<file path="config.mk">
export PLATFORM = sky130hd
export DESIGN_NAME = rdsc_rail_config
export DESIGN_NICKNAME = d
export VERILOG_FILES = /design/src/logic/rdsc_pkg.sv /design/src/logic/rdsc_rail_config.sv
export SDC_FILE = /design/constraint.sdc
export NUM_CORES = 2
export LEC_CHECK = 0
export BUFFER_PORTS_ARGS = -buffer_cell sky130_fd_sc_hd__buf_2
export CAP_MARGIN = 5
export CORE_MARGIN = 8
export CORE_UTILIZATION = 32
export DETAILED_ROUTE_END_ITERATION = 10
export GPL_ROUTABILITY_DRIVEN = 0
export SLEW_MARGIN = 15
export SYNTH_ARGS = -nofsm -noshare
export SYNTH_HDL_FRONTEND = slang
export SYNTH_SLANG_ARGS = --single-unit
</file>
<file path="constraint.sdc">
create_clock -name core_clk -period 48.4 [get_ports core_clk]
set_clock_uncertainty 0.2 [all_clocks]
set_input_delay 4.84 -clock core_clk [delete_from_list [all_inputs] [get_ports core_clk]]
set_output_delay 4.84 -clock core_clk [all_outputs]
set_load 0.01 [all_outputs]
</file>
<file path="src/logic/rdsc_pkg.sv">
// Package with command codes, field layouts, reset values and types.
package rdsc_pkg;
    localparam logic [7:0] CMD_TEMPCO = 8'hDC;
    localparam logic [7:0] CMD_DT_VALUES = 8'hDD;
    localparam logic [7:0] CMD_DT_MODE = 8'hDE;
    localparam logic [7:0] CMD_ORDER = 8'hE0;
    localparam logic [7:0] CMD_FOLLOW = 8'hE1;
    localparam logic [7:0] CMD_LISTEN = 8'hE2;
    localparam logic [7:0] RST_TEMPCO = 8'h2C;
    localparam logic [15:0] RST_DT_VALUES = 16'h1018;
    localparam logic [15:0] RST_DT_MODE = 16'h8686;
    localparam logic [15:0] RST_ORDER = 16'h0000;
    localparam logic [7:0] RST_FOLLOW = 8'h00;
    localparam logic [31:0] RST_LISTEN = 32'h00000000;
    localparam logic [15:0] ORDER_USED_MASK = 16'h9F9F;
    localparam logic [7:0] FOLLOW_USED_MASK = 8'h87;
    localparam int TC_SRC_BIT = 7;
    localparam int DT_HL_FRZ_BIT = 15;
    localparam int DT_LH_FRZ_BIT = 7;
    localparam int ORD_PRE_EN_BIT = 15;
    localparam int ORD_SEQ_EN_BIT = 7;
    localparam int TRK_EN_BIT = 7;
    localparam int TRK_HALF_BIT = 2;
    localparam int TRK_LIM_BIT = 1;
    localparam int TRK_ALWAYS_BIT = 0;
    localparam logic signed [8:0] T_REF_DEGC = 9'sh019;
    localparam int TC_SCALE = 10000;
    typedef enum logic [1:0] {
        EVT_PWR_GOOD,
        EVT_PWR_DOWN,
        EVT_FAULT,
        EVT_CLEAR
    } rdsc_evt_kind_t;
    typedef struct packed {
        logic valid;
        rdsc_evt_kind_t kind;
        logic [4:0] rail_identifier;
    } rdsc_evt_t;
    typedef struct packed {
        logic valid;
        logic write;
        logic [7:0] code;
        logic [31:0] wdata;
    } rdsc_cmd_t;
    typedef struct packed {
        logic valid;
        logic unsupported;
        logic [31:0] rdata;
    } rdsc_rsp_t;
    typedef struct packed {
        logic enable;
        logic half_ratio;
        logic limit_by_input;
        logic allow_down;
    } rdsc_track_t;
endpackage : rdsc_pkg

</file>
<file path="src/logic/rdsc_rail_config.sv">
// Rail configuration bank with dead time, sequencing, tracking and faults.
// Function
// - Temperature source bit clear selects the internal sensor for correction.
// - Correction factor in 100 ppm per degree corrects a positive tempco.
// - Sense resistance equals gain times one plus factor times temperature minus 25.
// - Upper dead-time byte is high-to-low, lower byte low-to-high, signed ns.
// - Positive dead time means non-overlap, negative means overlap.
// - Frozen dead time uses written values clamped between minimum and maximum.
// - Changing adaptive to frozen keeps the last dead time in use.
// - Bit 15 freezes high-to-low, bit 7 freezes low-to-high dead time.
// - Adaptive dead time stays at or above the 2 ns step minimum unless nonoverlap_upper_bound is lower.
// - Prequel enabled: turn on after enable and prequel power-good event.
// - Sequel enabled: turn off with delay after sequel power-down event.
// - Sequencing word holds prequel and sequel enables and rail identifiers.
// - A written sequencing word overrides the strapped sequencing setting.
// - Bit 7 enables tracking, bit 2 picks full or half ratio.
// - Bit 1 caps output at target or at tracking input voltage.
// - Bit 0 clear blocks following a falling input before power good.
// - Fault-listen word is a mask of rail identifiers whose faults count; the rail's own identifier bit is ignored.
// - A shared rail reports shutdown only when all its devices are down.
// - Spreading on: shut down at once, restart when all listened faults clear.
// - Spreading off: sequenced shutdown, restart after listened faults clear.
// - Spreading and sequencing off: ignore other rails' faults, stay enabled.
// - Each rail holds a five bit identifier used on the inter-rail bus.
`timescale 1ns/1ns
module rdsc_rail_config #(
    parameter int OFF_DLY_W = 16
) (
    input wire logic core_clk,
    input wire logic rst,
    input wire logic ce,
    input wire rdsc_pkg::rdsc_cmd_t cmd,
    output rdsc_pkg::rdsc_rsp_t rsp,
    input wire logic [15:0] strap_order,
    input wire logic [4:0] strap_rail_identifier,
    input wire logic [7:0] internal_temp,
    input wire logic [7:0] external_temp,
    input wire logic [15:0] current_sense_gain,
    output logic signed [31:0] sense_element_resistance,
    input wire logic signed [7:0] adapt_hl_ns,
    input wire logic signed [7:0] adapt_lh_ns,
    input wire logic signed [7:0] nonoverlap_upper_bound,
    output logic signed [9:0] hl_fet_nonoverlap_values_ns,
    output logic signed [9:0] lh_fet_nonoverlap_values_ns,
    input wire logic enable_request,
    input wire logic power_good_flag,
    input wire logic fault_spread_en,
    input wire logic share_all_down,
    input wire logic [OFF_DLY_W-1:0] off_delay_cycles,
    input wire rdsc_pkg::rdsc_evt_t inter_rail_bus_rx,
    output rdsc_pkg::rdsc_evt_t inter_rail_bus_tx,
    output logic rail_output_on,
    output logic rail_shutdown_report,
    output rdsc_pkg::rdsc_track_t track_ctrl
);
    import rdsc_pkg::*;

    typedef enum logic [2:0] {
        RS_OFF,
        RS_ON,
        RS_OFF_DELAY,
        RS_FAULT_HOLD
    } rdsc_state_t;

    logic [7:0] tempco_q;
    logic [15:0] dt_values_q;
    logic [15:0] dt_mode_q;
    logic [15:0] order_q;
    logic order_written_q;
    logic [7:0] follow_q;
    logic [31:0] listen_q;
    logic [15:0] strap_order_m_q, strap_order_s_q, strap_order_cap_q;
    logic [4:0] strap_id_m_q, strap_id_s_q, own_id_q;
    logic strap_cap_done_q;
    logic [1:0] strap_fill_q;
    logic signed [8:0] temp_sel;
    logic signed [9:0] dtemp;
    logic signed [17:0] tc_dt;
    logic signed [35:0] corr;
    logic signed [9:0] frz_hl_q, frz_lh_q;
    logic [31:0] faulted_q;
    logic pre_seen_q;
    logic pg_prev_q;
    logic [OFF_DLY_W-1:0] dly_cnt_q;
    rdsc_state_t state_q;

    logic wr;
    logic [15:0] order_eff;
    logic [31:0] listen_eff;
    logic listen_fault_any;
    logic seq_down_evt;
    logic pre_en, seq_en;

    function automatic logic signed [9:0] dt_clamp(
        input logic signed [9:0] v,
        input logic [6:0] min_steps,
        input logic signed [7:0] max_ns
    );
        logic signed [9:0] lo;
        logic signed [9:0] hi;
        lo = $signed({2'b00, min_steps, 1'b0});
        hi = 10'(max_ns);
        if (v < lo) begin
            dt_clamp = lo;
        end else if (v > hi) begin
            dt_clamp = hi;
        end else begin
            dt_clamp = v;
        end
    endfunction : dt_clamp

    function automatic logic evt_from(
        input rdsc_evt_t e,
        input rdsc_evt_kind_t k,
        input logic [4:0] id
    );
        evt_from = e.valid && e.kind == k && e.rail_identifier == id;
    endfunction : evt_from

    assign wr = ce && cmd.valid && cmd.write;

    // Command port: writes store, reads answer one cycle later.
    always_ff @(posedge core_clk or posedge rst) begin
        if (rst) begin
            tempco_q <= RST_TEMPCO;
            dt_values_q <= RST_DT_VALUES;
            dt_mode_q <= RST_DT_MODE;
            order_q <= RST_ORDER;
            order_written_q <= 1'b0;
            follow_q <= RST_FOLLOW;
            listen_q <= RST_LISTEN;
        end else if (wr) begin
            case (cmd.code)
                CMD_TEMPCO: tempco_q <= cmd.wdata[7:0];
                CMD_DT_VALUES: dt_values_q <= cmd.wdata[15:0];
                CMD_DT_MODE: dt_mode_q <= cmd.wdata[15:0];
                CMD_ORDER: begin
                    order_q <= cmd.wdata[15:0] & ORDER_USED_MASK;
                    order_written_q <= 1'b1;
                end
                CMD_FOLLOW: follow_q <= cmd.wdata[7:0] & FOLLOW_USED_MASK;
                CMD_LISTEN: listen_q <= cmd.wdata;
                default: ;
            endcase
        end
    end

    always_ff @(posedge core_clk or posedge rst) begin
        if (rst) begin
            rsp <= '0;
        end else if (ce) begin
            rsp.valid <= cmd.valid;
            rsp.unsupported <= 1'b0;
            rsp.rdata <= '0;
            if (cmd.valid) begin
                case (cmd.code)
                    CMD_TEMPCO: rsp.rdata <= {24'h000000, tempco_q};
                    CMD_DT_VALUES: rsp.rdata <= {16'h0000, dt_values_q};
                    CMD_DT_MODE: rsp.rdata <= {16'h0000, dt_mode_q};
                    CMD_ORDER: rsp.rdata <= {16'h0000, order_eff};
                    CMD_FOLLOW: rsp.rdata <= {24'h000000, follow_q};
                    CMD_LISTEN: rsp.rdata <= listen_q;
                    default: rsp.unsupported <= 1'b1;
                endcase
            end
        end
    end

    // Strap pins pass two flops and are captured once both flops hold pins.
    always_ff @(posedge core_clk or posedge rst) begin
        if (rst) begin
            strap_order_m_q <= 16'h0000;
            strap_order_s_q <= 16'h0000;
            strap_id_m_q <= 5'h00;
            strap_id_s_q <= 5'h00;
            strap_fill_q <= 2'b00;
        end else if (ce) begin
            strap_order_m_q <= strap_order;
            strap_order_s_q <= strap_order_m_q;
            strap_id_m_q <= strap_rail_identifier;
            strap_id_s_q <= strap_id_m_q;
            strap_fill_q <= {strap_fill_q[0], 1'b1};
        end
    end

    always_ff @(posedge core_clk or posedge rst) begin
        if (rst) begin
            strap_order_cap_q <= 16'h0000;
            own_id_q <= 5'h00;
            strap_cap_done_q <= 1'b0;
        end else if (ce && strap_fill_q[1] && !strap_cap_done_q) begin
            strap_order_cap_q <= strap_order_s_q & ORDER_USED_MASK;
            own_id_q <= strap_id_s_q;
            strap_cap_done_q <= 1'b1;
        end
    end

    assign order_eff = order_written_q ? order_q : strap_order_cap_q;
    assign pre_en = order_eff[ORD_PRE_EN_BIT];
    assign seq_en = order_eff[ORD_SEQ_EN_BIT];
    assign listen_eff = listen_q & ~(32'h00000001 << own_id_q);
    assign listen_fault_any = |(faulted_q & listen_eff);
    assign seq_down_evt = evt_from(inter_rail_bus_rx, EVT_PWR_DOWN,
        order_eff[4:0]);

    // Sense element resistance from the chosen temperature source.
    assign temp_sel = tempco_q[TC_SRC_BIT] ? 9'(signed'(external_temp))
        : 9'(signed'(internal_temp));
    assign dtemp = 10'(temp_sel) - 10'(T_REF_DEGC);
    assign tc_dt = $signed({11'h000, tempco_q[6:0]}) * 18'(dtemp);
    assign corr = $signed({20'h00000, current_sense_gain}) * 36'(tc_dt);

    always_ff @(posedge core_clk or posedge rst) begin
        if (rst) begin
            sense_element_resistance <= 32'sh00000000;
        end else if (ce) begin
            sense_element_resistance <= 32'(
                $signed({20'h00000, current_sense_gain})
                + corr / 36'(TC_SCALE));
        end
    end

    // Dead time: adaptive follows the loop, frozen holds its own value.
    always_ff @(posedge core_clk or posedge rst) begin
        if (rst) begin
            frz_hl_q <= 10'(signed'(RST_DT_VALUES[15:8]));
            frz_lh_q <= 10'(signed'(RST_DT_VALUES[7:0]));
        end else if (wr && cmd.code == CMD_DT_VALUES) begin
            frz_hl_q <= 10'(signed'(cmd.wdata[15:8]));
            frz_lh_q <= 10'(signed'(cmd.wdata[7:0]));
        end else if (wr && cmd.code == CMD_DT_MODE) begin
            if (!dt_mode_q[DT_HL_FRZ_BIT] && cmd.wdata[DT_HL_FRZ_BIT]) begin
                frz_hl_q <= hl_fet_nonoverlap_values_ns;
            end
            if (!dt_mode_q[DT_LH_FRZ_BIT] && cmd.wdata[DT_LH_FRZ_BIT]) begin
                frz_lh_q <= lh_fet_nonoverlap_values_ns;
            end
        end
    end

    always_ff @(posedge core_clk or posedge rst) begin
        if (rst) begin
            hl_fet_nonoverlap_values_ns <= 10'(signed'(RST_DT_VALUES[15:8]));
            lh_fet_nonoverlap_values_ns <= 10'(signed'(RST_DT_VALUES[7:0]));
        end else if (ce) begin
            hl_fet_nonoverlap_values_ns <= dt_clamp(dt_mode_q[DT_HL_FRZ_BIT] ? frz_hl_q
                : 10'(adapt_hl_ns), dt_mode_q[14:8],
                nonoverlap_upper_bound);
            lh_fet_nonoverlap_values_ns <= dt_clamp(dt_mode_q[DT_LH_FRZ_BIT] ? frz_lh_q
                : 10'(adapt_lh_ns), dt_mode_q[6:0],
                nonoverlap_upper_bound);
        end
    end

    // Fault set per rail and prequel power-good memory; set wins over clear.
    always_ff @(posedge core_clk or posedge rst) begin
        if (rst) begin
            faulted_q <= 32'h00000000;
            pre_seen_q <= 1'b0;
        end else if (ce && inter_rail_bus_rx.valid) begin
            if (inter_rail_bus_rx.kind == EVT_FAULT) begin
                faulted_q[inter_rail_bus_rx.rail_identifier] <= 1'b1;
            end else if (inter_rail_bus_rx.kind == EVT_CLEAR) begin
                faulted_q[inter_rail_bus_rx.rail_identifier] <= 1'b0;
            end
            if (evt_from(inter_rail_bus_rx, EVT_PWR_GOOD, order_eff[12:8])) begin
                pre_seen_q <= 1'b1;
            end else if (evt_from(inter_rail_bus_rx, EVT_PWR_DOWN,
                order_eff[12:8])) begin
                pre_seen_q <= 1'b0;
            end
        end
    end

    // Output sequencing and fault reaction.
    always_ff @(posedge core_clk or posedge rst) begin
        if (rst) begin
            state_q <= RS_OFF;
            dly_cnt_q <= '0;
        end else if (ce) begin
            case (state_q)
                RS_OFF: begin
                    if (enable_request && (!pre_en || pre_seen_q)) begin
                        state_q <= RS_ON;
                    end
                end
                RS_ON: begin
                    dly_cnt_q <= '0;
                    if (fault_spread_en && listen_fault_any) begin
                        state_q <= RS_FAULT_HOLD;
                    end else if (!fault_spread_en && (pre_en || seq_en)
                        && listen_fault_any) begin
                        state_q <= RS_OFF_DELAY;
                    end else if (seq_en && seq_down_evt) begin
                        state_q <= RS_OFF_DELAY;
                    end else if (!enable_request) begin
                        state_q <= RS_OFF_DELAY;
                    end
                end
                RS_OFF_DELAY: begin
                    if (fault_spread_en && listen_fault_any) begin
                        state_q <= RS_FAULT_HOLD;
                    end else if (dly_cnt_q >= off_delay_cycles) begin
                        state_q <= listen_fault_any ? RS_FAULT_HOLD
                            : RS_OFF;
                    end else begin
                        dly_cnt_q <= dly_cnt_q + 1'b1;
                    end
                end
                RS_FAULT_HOLD: begin
                    if (!listen_fault_any) begin
                        state_q <= RS_OFF;
                    end
                end
                default: state_q <= RS_OFF;
            endcase
        end
    end

    // Registered outputs and events sent to peer rails.
    always_ff @(posedge core_clk or posedge rst) begin
        if (rst) begin
            rail_output_on <= 1'b0;
            rail_shutdown_report <= 1'b0;
            pg_prev_q <= 1'b0;
            inter_rail_bus_tx <= '0;
        end else if (ce) begin
            rail_output_on <= state_q == RS_ON || state_q == RS_OFF_DELAY;
            rail_shutdown_report <= share_all_down
                && !(state_q == RS_ON || state_q == RS_OFF_DELAY);
            pg_prev_q <= power_good_flag;
            inter_rail_bus_tx <= '0;
            inter_rail_bus_tx.rail_identifier <= own_id_q;
            if (power_good_flag && !pg_prev_q && rail_output_on) begin
                inter_rail_bus_tx.valid <= 1'b1;
                inter_rail_bus_tx.kind <= EVT_PWR_GOOD;
            end else if (rail_output_on && (state_q == RS_OFF
                || state_q == RS_FAULT_HOLD)) begin
                inter_rail_bus_tx.valid <= 1'b1;
                inter_rail_bus_tx.kind <= EVT_PWR_DOWN;
            end
        end
    end

    always_ff @(posedge core_clk or posedge rst) begin
        if (rst) begin
            track_ctrl <= '0;
        end else if (ce) begin
            track_ctrl.enable <= follow_q[TRK_EN_BIT];
            track_ctrl.half_ratio <= follow_q[TRK_HALF_BIT];
            track_ctrl.limit_by_input <= follow_q[TRK_LIM_BIT];
            track_ctrl.allow_down <= follow_q[TRK_ALWAYS_BIT]
                || power_good_flag;
        end
    end
endmodule : rdsc_rail_config

</file>
# --- After elaboration in Yosys (flattened, before gate mapping) ---
# Cells that the tools add are included.
word_totals:
  latch_bits: 0
  word_cells: 173
  ramBits: 0
  input_bits: 150
  register_bits: 324
  memories: 0
  output_inout_bits: 100
  rom_bits: 0
op_classes:
  eq_ne: 20
  add_sub_neg: 3
  n_div: 1
  reduce_logical: 58
  n_bitwise: 6
  n_shift: 1
  order_cmp: 7
  mux: 38
  n_mul: 2
op_table:
  columns: ["cell", "count"]
  rows:
  - ["$pmux 32 s6", 1]
  - ["$mux 10", 12]
  - ["$and 32x32->32", 3]
  - ["$mux 32", 2]
  - ["$not 32->32", 2]
  - ["$eq 8x8->1 const B", 6]
  - ["$mux 16", 3]
  - ["$div 36x15->36 const B", 1]
  - ["$mul 17x18->35", 1]
  - ["$mux 33", 1]
  - ["$add 17x32->32", 1]
  - ["$or 32x32->32", 1]
  - ["$pmux 16 s2", 1]
  - ["$reduce_or 32->1", 1]
  - ["$shl 1x5->32 const A", 1]
  - ["$mux 3", 10]
  - ["$logic_and 1x1->1", 24]
  - ["$gt 10x8->1", 2]
  - ["$lt 10x9->1", 2]
  - ["$reduce_and 2->1", 10]
  - ["$mul 8x10->18", 1]
  - ["$add 16x1->16 const B", 1]
  - ["$ge 16x16->1", 1]
  - ["$pmux 3 s4", 1]
  - ["23 further kinds", 47]

# --- Longest topological paths before layout ---
depth:
  word_depth: 9
  mapped_depth: 161
  depth_no_buf: 143

# --- Worst setup path after synthesis ---
# OpenSTA, ideal clock, no wires.
synth_path:
  path_type: "input -> register"
  startpoint: "input port external_temp[0]"
  endpoint: "register sense_element_resistance[19]"
  stages: 147
  path_slack_ps: 9690
  setup_time_ps: 125
  path_buffers: 11
  required_ps: 48075
  t_arrival_ps: 38386
  cell_sequence: "mux2i_1 > clkbuf_1 > clkbuf_1 > ha_1 > a21oi_1 > a211oi_1 > a21oi_1 > xor2_1 > and2_1 > fa_1 > fa_1 > fa_1 > inv_1 > fa_1 > inv_1 > ha_1 > a21oi_1 > o21bai_1 > [... 111 more ...] > o21bai_1 > a21oi_1 > o21bai_1 > a21oi_1 > o21bai_1 > a21oi_1 > o21bai_1 > a21oi_1 > o21bai_1 > a21oi_1 > o21bai_1 > and3_1 > clkbuf_1 > mux2i_1 > o21ai_0 > a311oi_1 > xnor2_1 > mux2_2"
synth_via:
  elab_chain_cells: 6
synth_rtl:
  columns: ["element", "line", "text"]
  rows:
  - ["from (decl)", "rdsc_rail_config.sv:37", "input wire logic [7:0] external_temp,"]
  - ["$mux 9", "rdsc_rail_config.sv:207", "assign temp_sel = tempco_q[TC_SRC_BIT] ? 9'(signed'(external_temp))"]
  - ["$sub 9x6->10", "rdsc_rail_config.sv:209", "assign dtemp = 10'(temp_sel) - 10'(T_REF_DEGC);"]
  - ["$mul 8x10->18", "rdsc_rail_config.sv:210", "assign tc_dt = $signed({11'h000, tempco_q[6:0]}) * 18'(dtemp);"]
  - ["$mul 17x18->35", "rdsc_rail_config.sv:211", "assign corr = $signed({20'h00000, current_sense_gain}) * 36'(tc_dt);"]
  - ["$div 36x15->36", "rdsc_rail_config.sv:219", "+ corr / 36'(TC_SCALE));"]
  - ["$add 17x32->32", "rdsc_rail_config.sv:219", null]
  - ["to (signal assigned)", "rdsc_rail_config.sv:217", "sense_element_resistance <= 32'("]
  - ["to (decl)", "rdsc_rail_config.sv:39", "output logic signed [31:0] sense_element_resistance,"]
# No other way between the ends.
# A chain may end at the register's enable or synchronous reset.

# --- Final worst setup path ---
# Same ends and word-level chain as after synthesis.

==> results.yml <==
run_status:
  status: "complete, no violations"
global_route:
  antenna_found_initial: 26
  grt_pass1_vias: 35637
  grt_pass1_wl_mm: 201
  grt_max_degree: 109
  grt_overflow: 0
  grt_use_total: 0.175
critical_path:
  critPathLaunch: "external_temp[0]"
  start_kind: "input pin"
  worstSetupPathType: "input pin to register"
  crit_path_frequent_cell: "a21oi_1"
  crit_path_max_fanout: 32
  cp_top_family: "compound AO/OA/AOI/OAI gates"
  max_stage_delay_ns: 0.69
  critPathRequiredTime_ns: 48.66
  r2r_start: "tempco_q[7]"
  cp.arrival_ns: 45.67
  end_kind: "register"
  cpMaxStageDelayCell: "fa_1"
  cp_num_buf_inv: 12
synth:
  synth_top_flop_cell: "dfrtp_1"
  synth_nets: 5432
  syn_area_per_cell_sq_um: 8.65
  synth_cells: 4738
  synth-edff-count: 0
  async_reset_ff_frac: 1.00
  ys_seq_area_frac: 0.192
  yosysUniqueCellTypes: 142
  ys_warn_count: 0
  ys_ff_latch: 314
  netlist_area_sq_um: 41000
floorplanning:
  rows: 131
  ioPinCount: 250
  start_util: 0.322
  die_h_um: 374
  die_w_um: 374
  coreArea_sq_um: 127000
  die-area_sq_um: 140000
cts:
  cts_buffers: 37
  cts_max_level: 2
  clkTransAtPathRegs_ns: 0.05
  clockBufferDepth: 3
  clk_latency_ns: 0.59
  cts_tree: "yes"
  cts_hold_buf: 0
  cts-root-buf: "clkbuf_16"
  clkSinkCount: 314
timing:
  whs_ns: 0.248
  timing.final.crit_share: 0.938
  setup_tns_ns: 0
  fmax_ghz: 0.0220
  period_needed_ns: 45.41
  drv_slew: 0
  hold_viol: 0
  max-slew-margin-rel: 0.163
  grt_setup_unrepaired: "no"
  setup_viol: 0
  tightest_slew_ns: 1.24
finish:
  syn2layout_area_growth_pct: 10.6
  stdcell_area_sq_um: 45300
  instances_no_fill: 6583
  layout.nets: 5577
  layout-drive-gt1-share: 0.152
  final_cell_mix: "inv_1 (584), nand2_1 (526), fa_1 (344)"
  layout_commonest_cell: "inv_1"
detailed_routing:
  routedWlPerCell_um: 19.2
  drcViolationCount: 0
  drtIter0Drc: 2305
  vias: 35295
  totalWireLength_mm: 126
  ant_nets: 0
  viasPerCell: 5.36
  firstDrtPassIters: 6
placement:
  dpl.hpwl_mm: 101
  placed_cells: 6506
  port_buffers: 244
  placed_cell_area_sq_um: 44000
min_path:
  min_path_type: "register to register"
  worstHoldStart: "strap_cap_done_q"
job:
  maxCapViolCount: 0
## worst register-to-register path, delay by kind of cell (launching register included)
kind / cells / cell delay [ns]
AO/OA/AOI/OAI: 77 / 21.52
adder cells (fa/ha/maj): 16 / 7.10
AND/OR/NAND/NOR: 18 / 5.05
XOR/XNOR: 11 / 3.29
multiplexers: 7 / 2.66
buffers and inverters: 10 / 1.21
flip-flops: 1 / 0.86
## area by class of cell
cell class                 instances  area, sq um
fill                           13013        82000
multi-input combinational       3656        30300
sequential                       314         7880
inverter                         587         2210
tap                             1662         2080
timing repair buffer             287         1550
clock buffer                      51         1020
clock inverter                    15          275
antenna                           11         27.5
## final timing paths
check / endpoint / slack (ns) / cells after the start
worst min register to register: strap_cap_done_q / 0.25 / 1
worst min-delay path: strap_cap_done_q / 0.25 / 1
min in group asynchronous: sense_element_resistance[17] / 4.14 / 2
worst max register to register: sense_element_resistance[19] / 6.38 / 139
worst max-delay path: sense_element_resistance[19] / 2.99 / 140
max in group asynchronous: strap_id_s_q[1] / 41.63 / 4
## cell families (layout without fill, tap and decap cells)
kind of cell | Yosys count | in the layout | share of synthesized area
AO/OA/AOI/OAI | 1048 | 1048 | 0.186
XOR/XNOR | 265 | 265 | 0.0590
adder cells (fa/ha/maj) | 554 | 554 | 0.232
buffers and inverters | 768 | 940 | 0.0715
flip-flops | 314 | 314 | 0.192
multiplexers | 294 | 294 | 0.0785
other | 1 | 12 | 0.0000915
AND/OR/NAND/NOR | 1494 | 1494 | 0.181
## metrics by stage
step / util / worst slack (ns)
final: 0.356 / 2.99
after global routing: 0.356 / 0.0121
after CTS: 0.355 / 2.71
after detailed placement: 0.345 / 2.22
after global placement: 0.345 / 2.80
after floorplan: - / 9.69
## metal layers
layer	routed length (um)	up-vias	global-route usage
met5	174	-	0
met4	4880	26	0.0601
met3	7630	241	0.0361
met2	58800	969	0.296
met1	54900	17400	0.223
li1	-	16659	-
## Yosys cell counts (30+ instances only)
library cell | n | area, sq um
nand2_1 | 526 | 1970
inv_1 | 585 | 2200
xor2_1 | 80 | 701
a21oi_1 | 272 | 1360
nor2b_1 | 44 | 275
a31oi_1 | 53 | 332
o21ai_0 | 134 | 671
nand2b_1 | 39 | 244
mux2_2 | 202 | 2270
nand4_1 | 34 | 213
dfrtp_1 | 296 | 7410
nor3_1 | 73 | 365
and3_1 | 47 | 294
fa_1 | 344 | 6890
ha_1 | 200 | 2500
o21bai_1 | 30 | 225
nor2_1 | 278 | 1040
o211ai_1 | 37 | 278
clkbuf_1 | 146 | 548
and2_1 | 184 | 1150
nor4_1 | 30 | 188
o21ai_1 | 46 | 230
mux2i_1 | 83 | 831
xnor2_1 | 175 | 1530
a21o_1 | 32 | 240
nand3_1 | 92 | 460
## what timing repair did
action | CTS | global route
setup endpoints to repair | 0 | 14
setup buffers | 0 | 0
resized for setup | 0 | 5
Power is not shown: default switching activity piles up to over one toggle a cycle in this logic, so the estimate is an artifact.
